## src/inc/sdr_regs.vh

```
// Functional notes
// - Internal active-low reset held until supply passes 2.4V, then interface released.
// - Master clock ratio 256fs, 512fs or 768fs detected automatically.
// - 128fs master clock is the high-rate case, up to 192kHz.
// - Oversampling 128x normally, 64x when master clock is 128fs.
// - Reduced power when master clock stops; all timing derived from master clock (the code runs everything on clk and counts the stop delay in clk cycles).
// - Power down 1.5us after master clock stops toggling.
// - Every serial word is sent and taken MSB first.
// - Style pin low: right-justified; high: one-bit-delayed left-justified, up to 24 bits.
// - Short words are zero-filled in the unused low bits.
// - Channel-select pulse of 4 bit clocks or fewer selects DSP framing.
// - In DSP framing style 0 selects late timing, style 1 early timing.
// - Packed framing of 32 or 48 bit clocks per frame accepted.
// - Exactly 16 bit clocks per frame half switches to 16-bit words.
// - Delayed left-justified framing accepts 16 to 24 bit words.
// - Delayed left-justified: MSB on second rising bit clock after select change.
// - Delayed left-justified: select low is left, high is right.
// - Right-justified: 24-bit word, LSB on rising edge before select change.
// - Right-justified: select high is left, low is right.
// - DSP: sync pulse then 16-bit left word then 16-bit right word.
// - Data line is time-multiplexed by channel select, which also marks word bounds.
// - Mute and stop conversion when frame ratio is off by more than 8 clocks.
// - Words wider than 24 bits keep the top 24 bits.
`ifndef SDR_REGS_VH
`define SDR_REGS_VH

`define SDR_WORD_W        24
`define SDR_WORD_W5       5'd24
`define SDR_DSP_MAX_BITS  10'd4
`define SDR_PACK16_BITS   10'd16
`define SDR_DSP_LAST_L    6'd15
`define SDR_DSP_LAST_R    6'd31
`define SDR_HALF_MAX      10'h3ff
`define SDR_RATIO_128     11'd128
`define SDR_RATIO_256     11'd256
`define SDR_RATIO_512     11'd512
`define SDR_RATIO_768     11'd768
`define SDR_RATIO_TOL     11'd8
`define SDR_MCNT_MAX      11'h7ff
`define SDR_CODE_128      2'd0
`define SDR_CODE_256      2'd1
`define SDR_CODE_512      2'd2
`define SDR_CODE_768      2'd3
`define SDR_CLK_PERIOD_NS 40
`define SDR_MCLK_STOP_NS  1500
`define SDR_MCLK_STOP_CYC ((`SDR_MCLK_STOP_NS + `SDR_CLK_PERIOD_NS - 1) / `SDR_CLK_PERIOD_NS)

`endif

```

## src/hw/sdr_sync.v

```verilog
`timescale 1ns/1ns
module sdr_sync #(
  parameter W = 1
) (
  // Clock
  input  wire         clk,
  // Asynchronous levels in, retimed levels out
  input  wire [W-1:0] async_in,
  output wire [W-1:0] sync_out
);

  reg [W-1:0] meta_q;
  reg [W-1:0] hold_q;

  // First stage feeds only the second stage
  always @(posedge clk) begin
    meta_q <= async_in;
    hold_q <= meta_q;
  end

  assign sync_out = hold_q;

endmodule // sdr_sync

```

## src/hw/sdr_receiver.v

```verilog
`timescale 1ns/1ns
`include "sdr_regs.vh"
module sdr_receiver (
  // Clock and reset
  input  wire        clk,
  input  wire        srst,
  // Supply monitor and master clock pins
  input  wire        supply_ok,
  input  wire        mclk_in,
  // Serial audio pins
  input  wire        bit_clock_in,
  input  wire        channel_select_in,
  input  wire        data_in,
  input  wire        format_sel,
  // Filter path side
  output reg  [23:0] left_word,
  output reg  [23:0] right_word,
  output reg         sample_valid,
  // Status
  output reg         power_on_reset_n,
  output reg         mute,
  output reg         convert_en,
  output reg         power_down,
  output reg         osr_64,
  output reg  [1:0]  mclk_ratio,
  output reg         dsp_mode,
  output reg         word16
);

  localparam integer STOP_CYC_I = `SDR_MCLK_STOP_CYC;
  localparam [7:0]   STOP_CYC   = STOP_CYC_I[7:0];

  // Pin retiming
  wire [5:0] pins_s;
  wire       s_mclk;
  wire       s_supply;
  wire       s_bck;
  wire       s_lrc;
  wire       s_din;
  wire       s_fmt;

  sdr_sync #(
    .W (6)
  ) u_sync (
    .clk      (clk),
    .async_in ({mclk_in, supply_ok, bit_clock_in, channel_select_in, data_in, format_sel}),
    .sync_out (pins_s)
  );

  assign s_mclk   = pins_s[5];
  assign s_supply = pins_s[4];
  assign s_bck    = pins_s[3];
  assign s_lrc    = pins_s[2];
  assign s_din    = pins_s[1];
  assign s_fmt    = pins_s[0];

  // Power-on reset: internal logic held until the supply monitor reports ready
  reg  por_q;
  wire rst_int;

  always @(posedge clk) begin
    if (srst) begin
      por_q <= 1'b0;
    end else begin
      por_q <= s_supply;
    end
  end

  assign rst_int = srst | ~por_q;

  // Edge detection on retimed clocks
  reg  mclk_prev_q;
  reg  bck_prev_q;
  wire mclk_rise;
  wire bck_rise;

  always @(posedge clk) begin
    if (rst_int) begin
      mclk_prev_q <= 1'b0;
      bck_prev_q  <= 1'b0;
    end else begin
      mclk_prev_q <= s_mclk;
      bck_prev_q  <= s_bck;
    end
  end

  assign mclk_rise = s_mclk & ~mclk_prev_q;
  assign bck_rise  = s_bck & ~bck_prev_q;

  // Frame tracking on bit clock rising edges
  reg  [9:0]  half_cnt_q;
  reg         lrc_prev_q;
  reg         prev16_q;
  reg         dsp_q;
  reg         pack16_q;
  reg  [23:0] shreg_q;
  wire        trans;
  wire        half16;
  wire        pack_now;
  wire        frame_start;

  assign trans       = bck_rise & (s_lrc != lrc_prev_q);
  assign half16      = (half_cnt_q == `SDR_PACK16_BITS);
  assign pack_now    = half16 & prev16_q;
  assign frame_start = trans & s_lrc;

  always @(posedge clk) begin
    if (rst_int) begin
      half_cnt_q <= 10'h000;
      lrc_prev_q <= 1'b0;
      prev16_q   <= 1'b0;
      dsp_q      <= 1'b0;
      pack16_q   <= 1'b0;
      shreg_q    <= 24'h000000;
    end else if (bck_rise) begin
      lrc_prev_q <= s_lrc;
      shreg_q    <= {shreg_q[22:0], s_din};
      if (trans) begin
        half_cnt_q <= 10'h001;
        prev16_q   <= half16;
        pack16_q   <= pack_now;
        if (lrc_prev_q) begin
          // Width of the high phase decides between DSP and normal framing
          dsp_q <= (half_cnt_q <= `SDR_DSP_MAX_BITS);
        end
      end else if (half_cnt_q != `SDR_HALF_MAX) begin
        half_cnt_q <= half_cnt_q + 10'h001;
      end
    end
  end

  // Delayed left-justified collector: starts on the second edge of a half
  reg  [23:0] acc_q;
  reg  [4:0]  acc_cnt_q;

  always @(posedge clk) begin
    if (rst_int) begin
      acc_q     <= 24'h000000;
      acc_cnt_q <= 5'd0;
    end else if (bck_rise) begin
      if (trans) begin
        acc_q     <= 24'h000000;
        acc_cnt_q <= 5'd0;
      end else if (acc_cnt_q != `SDR_WORD_W5) begin
        // Bits past 24 are dropped, keeping the top of the word
        acc_q     <= {acc_q[22:0], s_din};
        acc_cnt_q <= acc_cnt_q + 5'd1;
      end
    end
  end

  // Left-align a short word, zeros below it
  function [23:0] align_word;
    input [23:0] w;
    input [4:0]  n;
    reg   [4:0]  sh;
    begin
      sh         = `SDR_WORD_W5 - n;
      align_word = w << sh;
    end
  endfunction

  // Word completed at a select change (normal framings)
  reg  [23:0] norm_word;
  reg         norm_left;

  always @* begin
    norm_word = 24'h000000;
    norm_left = 1'b0;
    if (s_fmt) begin
      // Packed 16-bit: the LSB lands on the first edge of the next half
      if (pack_now) begin
        norm_word = {acc_q[14:0], s_din, 8'h00};
      end else begin
        norm_word = align_word(acc_q, acc_cnt_q);
      end
      norm_left = ~lrc_prev_q;
    end else begin
      // LSB was taken on the edge before this change
      if (pack_now) begin
        norm_word = {shreg_q[15:0], 8'h00};
      end else begin
        norm_word = shreg_q;
      end
      norm_left = lrc_prev_q;
    end
  end

  // DSP collector: counts 32 bits from the sync edge (early timing) or from the edge after it (late)
  reg  [5:0] dsp_cnt_q;
  reg        dsp_act_q;
  wire       dsp_sync;

  assign dsp_sync = dsp_q & frame_start;

  always @(posedge clk) begin
    if (rst_int) begin
      dsp_cnt_q <= 6'd0;
      dsp_act_q <= 1'b0;
    end else if (bck_rise) begin
      if (dsp_sync) begin
        dsp_act_q <= 1'b1;
        // Early timing takes the MSB on the sync edge itself
        dsp_cnt_q <= s_fmt ? 6'd1 : 6'd0;
      end else if (dsp_act_q) begin
        dsp_cnt_q <= dsp_cnt_q + 6'd1;
        if (dsp_cnt_q == `SDR_DSP_LAST_R) begin
          dsp_act_q <= 1'b0;
        end
      end
    end
  end

  // Word events from either framing
  reg        word_done;
  reg        word_left;
  reg [23:0] word_val;

  always @* begin
    word_done = 1'b0;
    word_left = 1'b0;
    word_val  = 24'h000000;
    if (bck_rise) begin
      if (dsp_q) begin
        if (dsp_act_q && !dsp_sync && dsp_cnt_q == `SDR_DSP_LAST_L) begin
          word_done = 1'b1;
          word_left = 1'b1;
          word_val  = {shreg_q[14:0], s_din, 8'h00};
        end else if (dsp_act_q && !dsp_sync && dsp_cnt_q == `SDR_DSP_LAST_R) begin
          word_done = 1'b1;
          word_val  = {shreg_q[14:0], s_din, 8'h00};
        end
      end else if (trans) begin
        word_done = 1'b1;
        word_left = norm_left;
        word_val  = norm_word;
      end
    end
  end

  // Master clock ratio per frame and stop detection
  reg  [10:0] mcnt_q;
  reg  [7:0]  idle_q;
  reg         ratio_ok_q;
  reg  [1:0]  ratio_q;
  reg  [2:0]  ratio_chk;

  function near;
    input [10:0] c;
    input [10:0] r;
    begin
      near = (c + `SDR_RATIO_TOL >= r) && (c <= r + `SDR_RATIO_TOL);
    end
  endfunction

  always @* begin
    ratio_chk = 3'b000;
    if (near(mcnt_q, `SDR_RATIO_128)) begin
      ratio_chk = {1'b1, `SDR_CODE_128};
    end else if (near(mcnt_q, `SDR_RATIO_256)) begin
      ratio_chk = {1'b1, `SDR_CODE_256};
    end else if (near(mcnt_q, `SDR_RATIO_512)) begin
      ratio_chk = {1'b1, `SDR_CODE_512};
    end else if (near(mcnt_q, `SDR_RATIO_768)) begin
      ratio_chk = {1'b1, `SDR_CODE_768};
    end
  end

  always @(posedge clk) begin
    if (rst_int) begin
      mcnt_q     <= 11'd0;
      idle_q     <= 8'd0;
      ratio_ok_q <= 1'b0;
      ratio_q    <= `SDR_CODE_256;
    end else begin
      if (mclk_rise) begin
        idle_q <= 8'd0;
      end else if (idle_q != STOP_CYC) begin
        idle_q <= idle_q + 8'd1;
      end
      if (frame_start) begin
        mcnt_q <= mclk_rise ? 11'd1 : 11'd0;
        // Out of tolerance keeps the previous code but drops the ok flag
        ratio_ok_q <= ratio_chk[2];
        if (ratio_chk[2]) begin
          ratio_q <= ratio_chk[1:0];
        end
      end else begin
        if (mclk_rise && mcnt_q != `SDR_MCNT_MAX) begin
          mcnt_q <= mcnt_q + 11'd1;
        end
        if (idle_q == STOP_CYC) begin
          ratio_ok_q <= 1'b0;
        end
      end
    end
  end

  // Pairing and output registers
  reg  [23:0] left_hold_q;
  wire        run;

  assign run = ratio_ok_q & (idle_q != STOP_CYC);

  always @(posedge clk) begin
    if (rst_int) begin
      left_hold_q      <= 24'h000000;
      left_word        <= 24'h000000;
      right_word       <= 24'h000000;
      sample_valid     <= 1'b0;
      power_on_reset_n <= 1'b0;
      mute             <= 1'b1;
      convert_en       <= 1'b0;
      power_down       <= 1'b0;
      osr_64           <= 1'b0;
      mclk_ratio       <= `SDR_CODE_256;
      dsp_mode         <= 1'b0;
      word16           <= 1'b0;
    end else begin
      power_on_reset_n <= 1'b1;
      sample_valid     <= 1'b0;
      if (word_done && word_left) begin
        left_hold_q <= word_val;
      end
      // Right word closes the pair; nothing is passed while conversion is off
      if (word_done && !word_left && run) begin
        left_word    <= left_hold_q;
        right_word   <= word_val;
        sample_valid <= 1'b1;
      end
      mute       <= ~run;
      convert_en <= run;
      power_down <= (idle_q == STOP_CYC);
      osr_64     <= (ratio_q == `SDR_CODE_128);
      mclk_ratio <= ratio_q;
      dsp_mode   <= dsp_q;
      word16     <= pack16_q | dsp_q;
    end
  end

endmodule // sdr_receiver

```

## config.mk

```make
export PLATFORM = sky130hd
export DESIGN_NAME = sdr_receiver
export DESIGN_NICKNAME = d
export VERILOG_FILES = /design/src/hw/sdr_sync.v /design/src/hw/sdr_receiver.v
export VERILOG_INCLUDE_DIRS = /design/src /design/src/inc
export SDC_FILE = /design/constraint.sdc
export NUM_CORES = 1
export LEC_CHECK = 0
export ABC_CLOCK_PERIOD_IN_PS = 4900
export BUFFER_PORTS_ARGS = -buffer_cell sky130_fd_sc_hd__clkbuf_2
export CAP_MARGIN = 20
export CORE_ASPECT_RATIO = 0.7
export CORE_MARGIN = 2
export CORE_UTILIZATION = 60
export CTS_CLUSTER_DIAMETER = 50
export DETAILED_ROUTE_END_ITERATION = 12
export PLACE_DENSITY = 0.76
export SYNTH_ARGS = -nofsm -noshare
export SYNTH_HDL_FRONTEND = slang
export SYNTH_SLANG_ARGS = --single-unit
export TNS_END_PERCENT = 1
```

## constraint.sdc

```tcl
create_clock -name clk -period 4.9 [get_ports clk]
set_clock_uncertainty 0.1 [all_clocks]
set_input_delay 0.245 -clock clk [delete_from_list [all_inputs] [get_ports clk]]
set_output_delay 0.245 -clock clk [all_outputs]
set_load 0.02 [all_outputs]
```

=== Yosys cells after proc, flatten, opt, wreduce, memory -nomap -nowiden ===
Index checks and enable logic that the tools add are counted.

* Output and inout port bits: 58
* Word-level logic and storage cells: 138
* Input bits: 8
* Register bits: 193

* Magnitude comparators: 9
* Reductions and logical operators: 26
* Add/subtract/negate cells: 7
* Bitwise operators: 14
* Equal/unequal tests: 9
* Mux-type cells: 41
* Shift-type cells: 1

{| class="wikitable"
|+ Operator list
! cell !! count
|-
| $mux 24 || 10
|-
| $shl 24x5->24 || 1
|-
| $ge 11x10->1 const B || 2
|-
| $le 11x10->1 const B || 2
|-
| $mux 11 || 2
|-
| $mux 10 || 2
|-
| $mux 1 || 19
|-
| $mux 3 || 4
|-
| $mux 6 || 2
|-
| $add 11x1->11 const B || 1
|-
| $add 11x4->11 const B || 1
|-
| $ge 11x8->1 const B || 1
|-
| $ge 11x9->1 const B || 1
|-
| $le 11x8->1 const B || 1
|-
| $le 11x9->1 const B || 1
|-
| $logic_and 1x1->1 || 11
|-
| $ne 11x11->1 const B || 1
|-
| $add 10x1->10 const B || 1
|-
| $eq 10x5->1 const B || 1
|-
| $le 10x3->1 const B || 1
|-
| $mux 5 || 2
|-
| $ne 10x10->1 const B || 1
|-
| $reduce_and 2->1 || 5
|-
| $reduce_bool 2->1 || 5
|-
| 17 further kinds || 29
|}

=== Depth between registers and ports, before layout ===
Gate-level depths: netlist of the first run.

* Depth after elaboration: 15
* Mapped depth: 13
* Gate-level depth less buffers: 9

=== Modules after synthesis ===
Synthesis of the first run repeated with hierarchy kept, for this count alone.

* Cell total of the unflattened synthesis: 1,138
* Area total of the unflattened synthesis: 9,541.7 um2

{| class="wikitable"
|+ By module, submodules not included
! module !! times used !! sequential area each (um2) !! cells an instance !! area each (um2)
|-
| sdr_receiver || 1 || 3,623.5 || 1,126 || 9,301.4
|-
| sdr_sync || 1 || 240.2 || 12 || 240.2
|}

=== Worst setup path after synthesis of the first run ===
Ideal clock, no wire load.

* Path kind: register -> register
* Start: register acc_cnt_q[0]
* End: register left_hold_q[23]
* Path buffers: 4
* Stages on the path, launching flop included: 13
* Setup time: 121 ps
* Data arrival time: 2,635 ps
* Path slack: 2,044 ps
* Period minus slack after synthesis: 2,856 ps
* Required time: 4,679 ps
* Cell sequence: dfxtp_1 -> buf_6 -> buf_4 -> inv_2 -> ha_1 -> buf_2 -> buf_2 -> mux4_2 -> mux2_4 -> a211oi_2 -> nand4b_1 -> o311a_1 -> a21oi_1

* Longest elaborated chain between the ends: 7

{| class="wikitable"
|+ Ends and longest elaborated chain
! what !! RTL line !! text
|-
| from (decl) || sdr_receiver.v:134 || <nowiki>reg [4:0] acc_cnt_q;</nowiki>
|-
| from (signal assigned) || sdr_receiver.v:147 || <nowiki>acc_cnt_q <= acc_cnt_q + 5'd1;</nowiki>
|-
| $sub 5x5->5 (no line) || n/a ||
|-
| $shl 24x5->24 || sdr_receiver.v:159 || <nowiki>align_word = w << sh;</nowiki>
|-
| $mux 24 || sdr_receiver.v:172 || <nowiki>if (pack_now) begin</nowiki>
|-
| $mux 24 || sdr_receiver.v:170 || <nowiki>if (s_fmt) begin</nowiki>
|-
| $mux 24 || sdr_receiver.v:233 || <nowiki>end else if (trans) begin</nowiki>
|-
| $mux 24 || sdr_receiver.v:224 || <nowiki>if (dsp_q) begin</nowiki>
|-
| $mux 24 || sdr_receiver.v:223 || <nowiki>if (bck_rise) begin</nowiki>
|-
| to (signal assigned) || sdr_receiver.v:323 || <nowiki>left_hold_q <= word_val;</nowiki>
|-
| to (decl) || sdr_receiver.v:300 || <nowiki>reg [23:0] left_hold_q;</nowiki>
|}

No other way between the ends.
A chain may end at the register's enable or synchronous reset.

=== Worst setup path after layout of the first run ===
* Start: register acc_cnt_q[1]
* End: register left_hold_q[15]

Same word-level chain as after synthesis.

==> results of run 1 <==
==> layer usage <==
layer / up-vias / GRT usage / share of wire
met2: 407 / 0.4495 / 0.41
met1: 4034 / 0.4901 / 0.47
li1: 4100 / - / -
met4: 0 / 0.08978 / 0.018
met3: 44 / 0.08466 / 0.098
met5: - / 0 / 0
==> flip-flops by register name (all words and copies together) (netlist names), 5 cells and up <==
name and count:
acc_cnt_q 5, acc_q 24, dsp_cnt_q 6, half_cnt_q 10, idle_q 8, left_hold_q 24, left_word 24, mcnt_q 11
right_word 24, shreg_q 24, u_sync.meta_q 6, u_sync.sync_out 6
==> final timing paths <==
path	startpoint	endpoint	slack, ps	cells past startpoint
max	acc_cnt_q[1]	left_hold_q[15]	1750	8
min	u_sync.meta_q[5]	u_sync.sync_out[5]	230	0
max reg2reg	acc_cnt_q[1]	left_hold_q[15]	1750	8
min reg2reg	u_sync.meta_q[5]	u_sync.sync_out[5]	230	0
==> logic make-up after synthesis <==
| group | synth area share |
|---|---|
| compound gates | 0.1906 |
| xor+xnor | 0.03321 |
| fa+ha+maj | 0.01594 |
| buf+inv | 0.04848 |
| flops | 0.4101 |
| mux | 0.08274 |
| simple gates | 0.2189 |
==> cell type report <==
| class | instances | area, um2 | share of cell area |
|---|---|---|---|
| multi-input combinational | 845 | 5129 | 0.4900 |
| sequential | 193 | 3864 | 0.3691 |
| timing repair buffer | 93 | 573.1 | 0.05475 |
| clock buffer | 17 | 425.4 | 0.04064 |
| tap | 200 | 250.2 | 0.02391 |
| clock inverter | 15 | 147.6 | 0.01410 |
| inverter | 21 | 78.83 | 0.007531 |
==> Yosys cell counts (8+ instances only) <==
library cell	n
nand2_1	224
nor3_1	27
clkbuf_1	43
nand3_1	38
nand2b_1	11
buf_4	10
nor2_1	88
a211oi_1	9
and2_1	9
xnor2_1	13
and3_1	11
mux2i_1	42
a21oi_1	125
buf_2	20
nand4_1	10
inv_1	20
xor2_1	19
mux4_2	8
a31oi_1	14
ha_1	12
dfxtp_1	193
o21ai_0	45
==> critical path: stages (launching register included) <==
cell      delay [ps]
dfxtp_1          440
inv_1             70
ha_1             770
buf_4            370
mux2i_1          320
nand2_1          140
a31o_2           270
a221oi_2         400
o31ai_1          120
==> where the power goes <==
group / total, mW / switching (mW) / internal, mW / leakage [nW]
Clock: 1.36 / 0.687 / 0.676 / 0.270
Combinational: 0.141 / 0.100 / 0.0405 / 1.77
Sequential: 1.58 / 0.00646 / 1.58 / 1.56
Total: 3.09 / 0.794 / 2.29 / 3.60
==> results.tsv, run 1 <==
metric	value	unit
Mapped Area	0.009420	mm2
DR vias/cell	6.203	
clk_lat worst skew	450	ps
pre-CTS setup slack	1823	ps
Worst Path Required	5120	ps
Hold WS	227.1	ps
most frequent cells in the layout	nand2_1, dfxtp_1, a21oi_1	
die height	108.8	um
io pins	66	
area post-placement	0.009797	mm2
Post-CTS Setup Bufs	0	
syn avg cell area	8.271	um2
crit path time final	3151	ps
HP Class	reg -> reg	
Least-Margin Pin Slew	981.7	ps
first-pass GRT wire length	42100	um
sequential-to-total area share from yosys stat	0.4101	
number of global-route vias before repair	7501	
static leakage	3.596	nW
fin crit share	0.6430	
largest net degree at the start of global routing	78	
post-CTS sizing	0	
IO Port Bufs	65	
Nets	1191	
final instance area	0.01047	mm2
top cells by area, synth	dfxtp_1, nand2_1, a21oi_1, mux2i_1, nor2_1	
final-layout fill cell count	1283	
Final Max Tran Viols	0	
RSZ-0062 raised after global routing	false	
area leader, netlist	dfxtp_1	
Root Buffer	clkbuf_16	
Main synth FF type	dfxtp_1	
commonest non-fill, non-tap cell in the layout	nand2_1	
row count	38	
Critical Path End Type	flip-flop	
Worst-path clk slew	80	ps
ys async rst share	0	
n_diodes	0	
Cells after Synth	1139	
hpwl dp	18760	um
Final WS setup	1749	ps
critical path type	reg -> reg	
FMAX	317.4	MHz
Num CTS Buffers	17	
DRT iter0 DRCs	1050	
1st-pass router iterations	5	
total global-route track usage	0.3230	
CP max FO	19	
status	completed	
Hold Buf Count CTS	7	
number of synthesized flops with an enable pin	0	
H-tree Lvls	4	
DRC viols	0	
Max-Cap Viols	0	
share of layout cells above drive strength 1	0.1284	
Worst setup SP type	flip-flop	
clk buf depth	2	
placed insts	1344	
core area	0.01540	mm2
syn nets	1159	
crit path DAT	3370	ps
Initial Util	0.6115	
Die Area	0.01674	mm2
Antenna Nets Post-Route	0	
Sink Count	193	
GPL Wtd Cong	1.014	
non-filler cells, final	1384	
TNS Setup	0	ps
CTS tree	built	
drt wl/cell	19.45	um
Setup violations, final	0	
Pwr per Cell Area	294.8	mW/mm2
post-layout util	0.6795	
WL final	26920	um
Yosys cell types	83	
final hold vios	0	
maximum VDD drop	0.0002258	V
Tot Pwr	3.086	mW
P&R area growth vs syn	11.12	%
Synth Register Bits	193	
die width	153.8	um
Slew headroom	0.3423	
initial antenna violation count	0	
warnings from Yosys	0	
Yosys top cell area share	0.4101	
via total after detailed routing	8585	
GRT overflow	0	
No activity file was read; power rests on OpenSTA's default activity.
==> run 2, diff against run 1 <==
--- a/config.mk
+++ b/config.mk
@@ -6,15 +6,15 @@
 export SDC_FILE = /design/constraint.sdc
 export NUM_CORES = 1
 export LEC_CHECK = 0
-export ABC_CLOCK_PERIOD_IN_PS = 4900
+export ABC_CLOCK_PERIOD_IN_PS = 2750
 export BUFFER_PORTS_ARGS = -buffer_cell sky130_fd_sc_hd__clkbuf_2
 export CAP_MARGIN = 20
 export CORE_ASPECT_RATIO = 0.7
 export CORE_MARGIN = 2
-export CORE_UTILIZATION = 60
+export CORE_UTILIZATION = 55
 export CTS_CLUSTER_DIAMETER = 50
 export DETAILED_ROUTE_END_ITERATION = 12
-export PLACE_DENSITY = 0.76
+export PLACE_DENSITY = 0.74
 export SYNTH_ARGS = -nofsm -noshare
 export SYNTH_HDL_FRONTEND = slang
 export SYNTH_SLANG_ARGS = --single-unit
==> constraint.sdc (replaced) <==
create_clock -name clk -period 2.75 [get_ports clk]
set_clock_uncertainty 0.1 [all_clocks]
set_input_delay 0.1375 -clock clk [delete_from_list [all_inputs] [get_ports clk]]
set_output_delay 0.1375 -clock clk [all_outputs]
set_load 0.02 [all_outputs]
==> results.tsv, run 2 (synthesis gave the netlist of run 1 again) <==
metric	value	unit
initial antenna violation count	0	
Worst setup SP type	flip-flop	
row count	39	
Worst-path clk slew	70	ps
Sequential Power Share	0.507	
commonest non-fill, non-tap cell in the layout	nand2_1	
P&R area growth vs syn	14.33	%
GRT overflow	0	
TNS Setup	0	ps
Crit-path slowest cell	ha_1	
pre-CTS setup slack	138.3	ps
Nets	1217	
Slew headroom	0.4379	
Max-Cap Viols	0	
GPL Wtd Cong	0.9682	
Max stage delay on crit path	400	ps
final instance area	0.01077	mm2
clock share of power	0.446	
Initial Util	0.5695	
largest net degree at the start of global routing	78	
Pwr per Cell Area	516.8	mW/mm2
Final Max Tran Viols	0	
crit path DAT	2880	ps
delay-heaviest family, CP	multiplexers	
DR vias/cell	6.008	
share of layout cells above drive strength 1	0.1496	
share of power burned in combinational logic	0.048	
number of global-route vias before repair	7560	
io pins	66	
FMAX	376.8	MHz
crit path buf inv count	2	
Die Area	0.01821	mm2
core area	0.01654	mm2
critical path type	reg -> reg	
Sink Count	193	
die height	113.5	um
HP Class	reg -> reg	
sw frac	0.2456	
die width	160.4	um
critical path cell sequence	inv_2 -> ha_1 -> buf_6 -> mux4_2 -> mux2_4 -> a211oi_2 -> nand4b_1 -> o311a_1 -> a21oi_1	
most frequent cells in the layout	nand2_1, dfxtp_1, a21oi_1	
first-pass GRT wire length	42810	um
static leakage	3.757	nW
Least-Margin Pin Slew	843.2	ps
status	completed	
Critical Path Stages	9	
fin crit share	0.9651	
Antenna Nets Post-Route	0	
1st-pass router iterations	5	
n_diodes	0	
CTS tree	built	
FF-to-FF path depth	9	
H-tree Lvls	4	
clk buf depth	2	
Critical Path End Type	flip-flop	
drt wl/cell	18.72	um
Root Buffer	clkbuf_16	
crit path time final	2654	ps
Setup violations, final	0	
hpwl dp	18990	um
internal power	4.199	mW
DRC viols	0	
total global-route track usage	0.2986	
maximum VDD drop	0.0003905	V
hold path depth	0	
Worst Path Required	2980	ps
Final WS setup	96.03	ps
area post-placement	0.01009	mm2
Net Switching	1.367	mW
DRT iter0 DRCs	1116	
via total after detailed routing	8622	
Hold WS	229.5	ps
CP max FO	14	
IO Port Bufs	65	
final hold vios	0	
Post-CTS Setup Bufs	0	
WL final	26870	um
Num CTS Buffers	17	
clk_lat worst skew	440	ps
RSZ-0062 raised after global routing	false	
## run 2: cell types whose count changed in the layout (fill, tap and decap cells not counted), sizes merged
cell,change
bufinv,+1
clkbuf,+1
clkinvlp,-3
buf,+26
inv,-3
clkinv,+4
## run 2: power groups by stage
stage / Combinational (mW) / Sequential, mW / Clock [mW]
2_1_floorplan: 0.169 / 2.88 / 0
3_3_place_gp: 0.248 / 2.88 / 0
3_5_place_dp: 0.249 / 2.89 / 0
4_1_cts: 0.259 / 2.82 / 2.51
5_1_grt: 0.286 / 2.82 / 2.64
6_report: 0.265 / 2.82 / 2.48
## run 2: final cells by class
class | count | area, um2
clock buffers | 18 | 439.2
well taps | 225 | 281.5
multi-input cells | 845 | 5141
inverters | 21 | 78.83
fillers | 1406 | 5772
flip-flops and latches | 193 | 3864
clock inverters | 14 | 151.4
repair buffers | 119 | 814.5
## run 2: final timing paths
check / start / end / slack, ps
setup / recovery: acc_cnt_q[0] / left_hold_q[23] / 100
hold / removal: u_sync.meta_q[2] / u_sync.sync_out[2] / 230
setup reg to reg: acc_cnt_q[0] / left_hold_q[23] / 100
hold reg to reg: u_sync.meta_q[2] / u_sync.sync_out[2] / 230
## run 2: repair_timing
action	CTS	global route
setup endpoints to repair	0	37
hold endpoints to repair	7	0
hold buffers	7	0
resized for setup	0	4
## run 2: worst register-to-register path: cells and delay by family, from the launching register on
kind                     cells  cell delay, ps
multiplexers                 2             720
AO/OA/AOI/OAI                3             540
adder cells (fa/ha/maj)      1             400
flip-flops                   1             390
buffers and inverters        2             270
AND/OR/NAND/NOR              1             130
## run 2: metal layers
metal / share of wire / vias to the layer above / track usage
met5: 0 / - / 0
met4: 0.019 / 0 / 0.07808
met3: 0.10 / 46 / 0.09491
met2: 0.39 / 397 / 0.4020
met1: 0.49 / 4021 / 0.4546
li1: - / 4158 / -
## run 2: stage by stage
step	power [mW]	utilization	instances
after floorplan	3.049	-	1139
after global placement	3.133	0.6102	1396
after detailed placement	3.134	0.6102	1396
after CTS	5.589	0.6501	1435
after global routing	5.750	0.6511	1435
final	5.566	0.6511	1435
==> run 3, diff against run 2 <==
--- a/config.mk
+++ b/config.mk
@@ -6,6 +6,7 @@
 export SDC_FILE = /design/constraint.sdc
 export NUM_CORES = 1
 export LEC_CHECK = 0
+export ABC_AREA = 0
 export ABC_CLOCK_PERIOD_IN_PS = 2750
 export BUFFER_PORTS_ARGS = -buffer_cell sky130_fd_sc_hd__clkbuf_2
 export CAP_MARGIN = 20
@@ -14,7 +15,7 @@
 export CORE_UTILIZATION = 55
 export CTS_CLUSTER_DIAMETER = 50
 export DETAILED_ROUTE_END_ITERATION = 12
-export PLACE_DENSITY = 0.74
+export PLACE_DENSITY = 0.85
 export SYNTH_ARGS = -nofsm -noshare
 export SYNTH_HDL_FRONTEND = slang
 export SYNTH_SLANG_ARGS = --single-unit
==> results.tsv, run 3 (synthesis gave the netlist of run 1 again) <==
metric	value	unit
status	completed	
maximum VDD drop	0.0003779	V
TNS Setup	0	ps
WL final	28200	um
Final WS setup	116.0	ps
Worst-path clk slew	80	ps
clk_lat worst skew	450	ps
io pins	66	
DR vias/cell	6.182	
hpwl dp	19830	um
Antenna Nets Post-Route	0	
Final Max Tran Viols	0	
Worst Path Required	2970	ps
die height	113.5	um
critical path type	reg -> reg	
Nets	1224	
Pwr per Cell Area	521.7	mW/mm2
most frequent cells in the layout	nand2_1, dfxtp_1, a21oi_1	
crit path time final	2634	ps
static leakage	3.795	nW
HP Class	reg -> reg	
P&R area growth vs syn	14.89	%
CTS tree	built	
Crit-path slowest cell	a211oi_1	
Setup violations, final	0	
IO Port Bufs	65	
die width	160.4	um
number of global-route vias before repair	8118	
via total after detailed routing	8915	
post-layout util	0.6543	
total global-route track usage	0.3107	
Num CTS Buffers	17	
crit path DAT	2850	ps
Root Buffer	clkbuf_16	
DRC viols	0	
Max stage delay on crit path	420	ps
Max-Cap Viols	0	
drt wl/cell	19.55	um
Least-Margin Pin Slew	815.5	ps
n_diodes	0	
pre-CTS setup slack	221.1	ps
initial antenna violation count	0	
core area	0.01654	mm2
DRT iter0 DRCs	1188	
Sink Count	193	
Initial Util	0.5695	
H-tree Lvls	4	
clk buf depth	2	
largest net degree at the start of global routing	78	
CP max FO	27	
critical path cell sequence	inv_2 -> ha_1 -> buf_12 -> mux2i_1 -> mux2i_1 -> buf_4 -> nand2_1 -> o21ai_0 -> a211oi_1 -> o31ai_1	
final hold vios	0	
commonest non-fill, non-tap cell in the layout	nand2_1	
RSZ-0062 raised after global routing	false	
Worst setup SP type	flip-flop	
first-pass GRT wire length	44760	um
Top cell by count, worst path	mux2i_1	
Die Area	0.01821	mm2
GPL Wtd Cong	1.017	
Slew headroom	0.4506	
GRT overflow	0	
FMAX	379.7	MHz
row count	39	
Critical Path End Type	flip-flop	
1st-pass router iterations	8	
fin crit share	0.9578	
share of layout cells above drive strength 1	0.1512	
==> run 3: cell types whose count changed in the layout (fill, tap and decap cells not counted), sizes merged <==
| cell | before | now |
|---|---|---|
| inv | 25 | 27 |
| buf | 47 | 54 |
| clkinv | 8 | 6 |
==> run 3: what timing repair did <==
| item | in CTS | in global routing |
|---|---|---|
| hold buffers | 7 | 0 |
| buffers inserted | 0 | 0 |
| hold endpoints to repair | 7 | 0 |
| gates resized for setup | 0 | 0 |
==> run 3: cell type report <==
cell class / count / area, um2
fill: 1344 / 5719
clock inverter: 14 / 190.2
clock buffer: 18 / 429.2
inverter: 21 / 78.83
tap: 225 / 281.5
sequential: 193 / 3864
timing repair buffer: 126 / 850.8
multi-input combinational: 845 / 5129
==> run 3: worst paths after layout <==
kind	startpoint	to	slack, ps	cells after the start
max	acc_cnt_q[0]	left_hold_q[12]	120	10
max reg2reg	acc_cnt_q[0]	left_hold_q[12]	120	10
min reg2reg	u_sync.meta_q[1]	u_sync.sync_out[1]	230	0
min	u_sync.meta_q[1]	u_sync.sync_out[1]	230	0
==> run 3: stage by stage <==
| stage | std cells | area (um2) | power [mW] | hold WS (ps) |
|---|---|---|---|---|
| 5_1_grt | 1442 | 10820 | 5.805 | 223.4 |
| 2_1_floorplan | 1139 | 9425 | 3.049 | 65.22 |
| 3_5_place_dp | 1403 | 10130 | 3.131 | 143.6 |
| 3_3_place_gp | 1403 | 10130 | 3.129 | 141.4 |
| 4_1_cts | 1442 | 10820 | 5.661 | 217.5 |
| 6_report | 1442 | 10820 | 5.646 | 229.6 |
==> run 3: report_power, final <==
part / internal (mW) / switching (mW)
Combinational: 0.0837 / 0.182
Sequential: 2.81 / 0.0118
Clock: 1.32 / 1.24
==> run 3: critical path: cells and delay by family (launching register included) <==
kind | cells | cell delay (ps)
buffers and inverters | 3 | 440
AO/OA/AOI/OAI | 3 | 650
multiplexers | 2 | 500
adder cells (fa/ha/maj) | 1 | 370
flip-flops | 1 | 370
AND/OR/NAND/NOR | 1 | 60
==> run 3: routing by layer <==
| layer | vias to the layer above | track usage | wire length, um |
|---|---|---|---|
| met3 | 39 | 0.07745 | 3099 |
| met5 | - | 0 | 0 |
| met4 | 0 | 0.07508 | 400 |
| li1 | 4150 | - | - |
| met2 | 486 | 0.4520 | 11880 |
| met1 | 4240 | 0.4621 | 12810 |
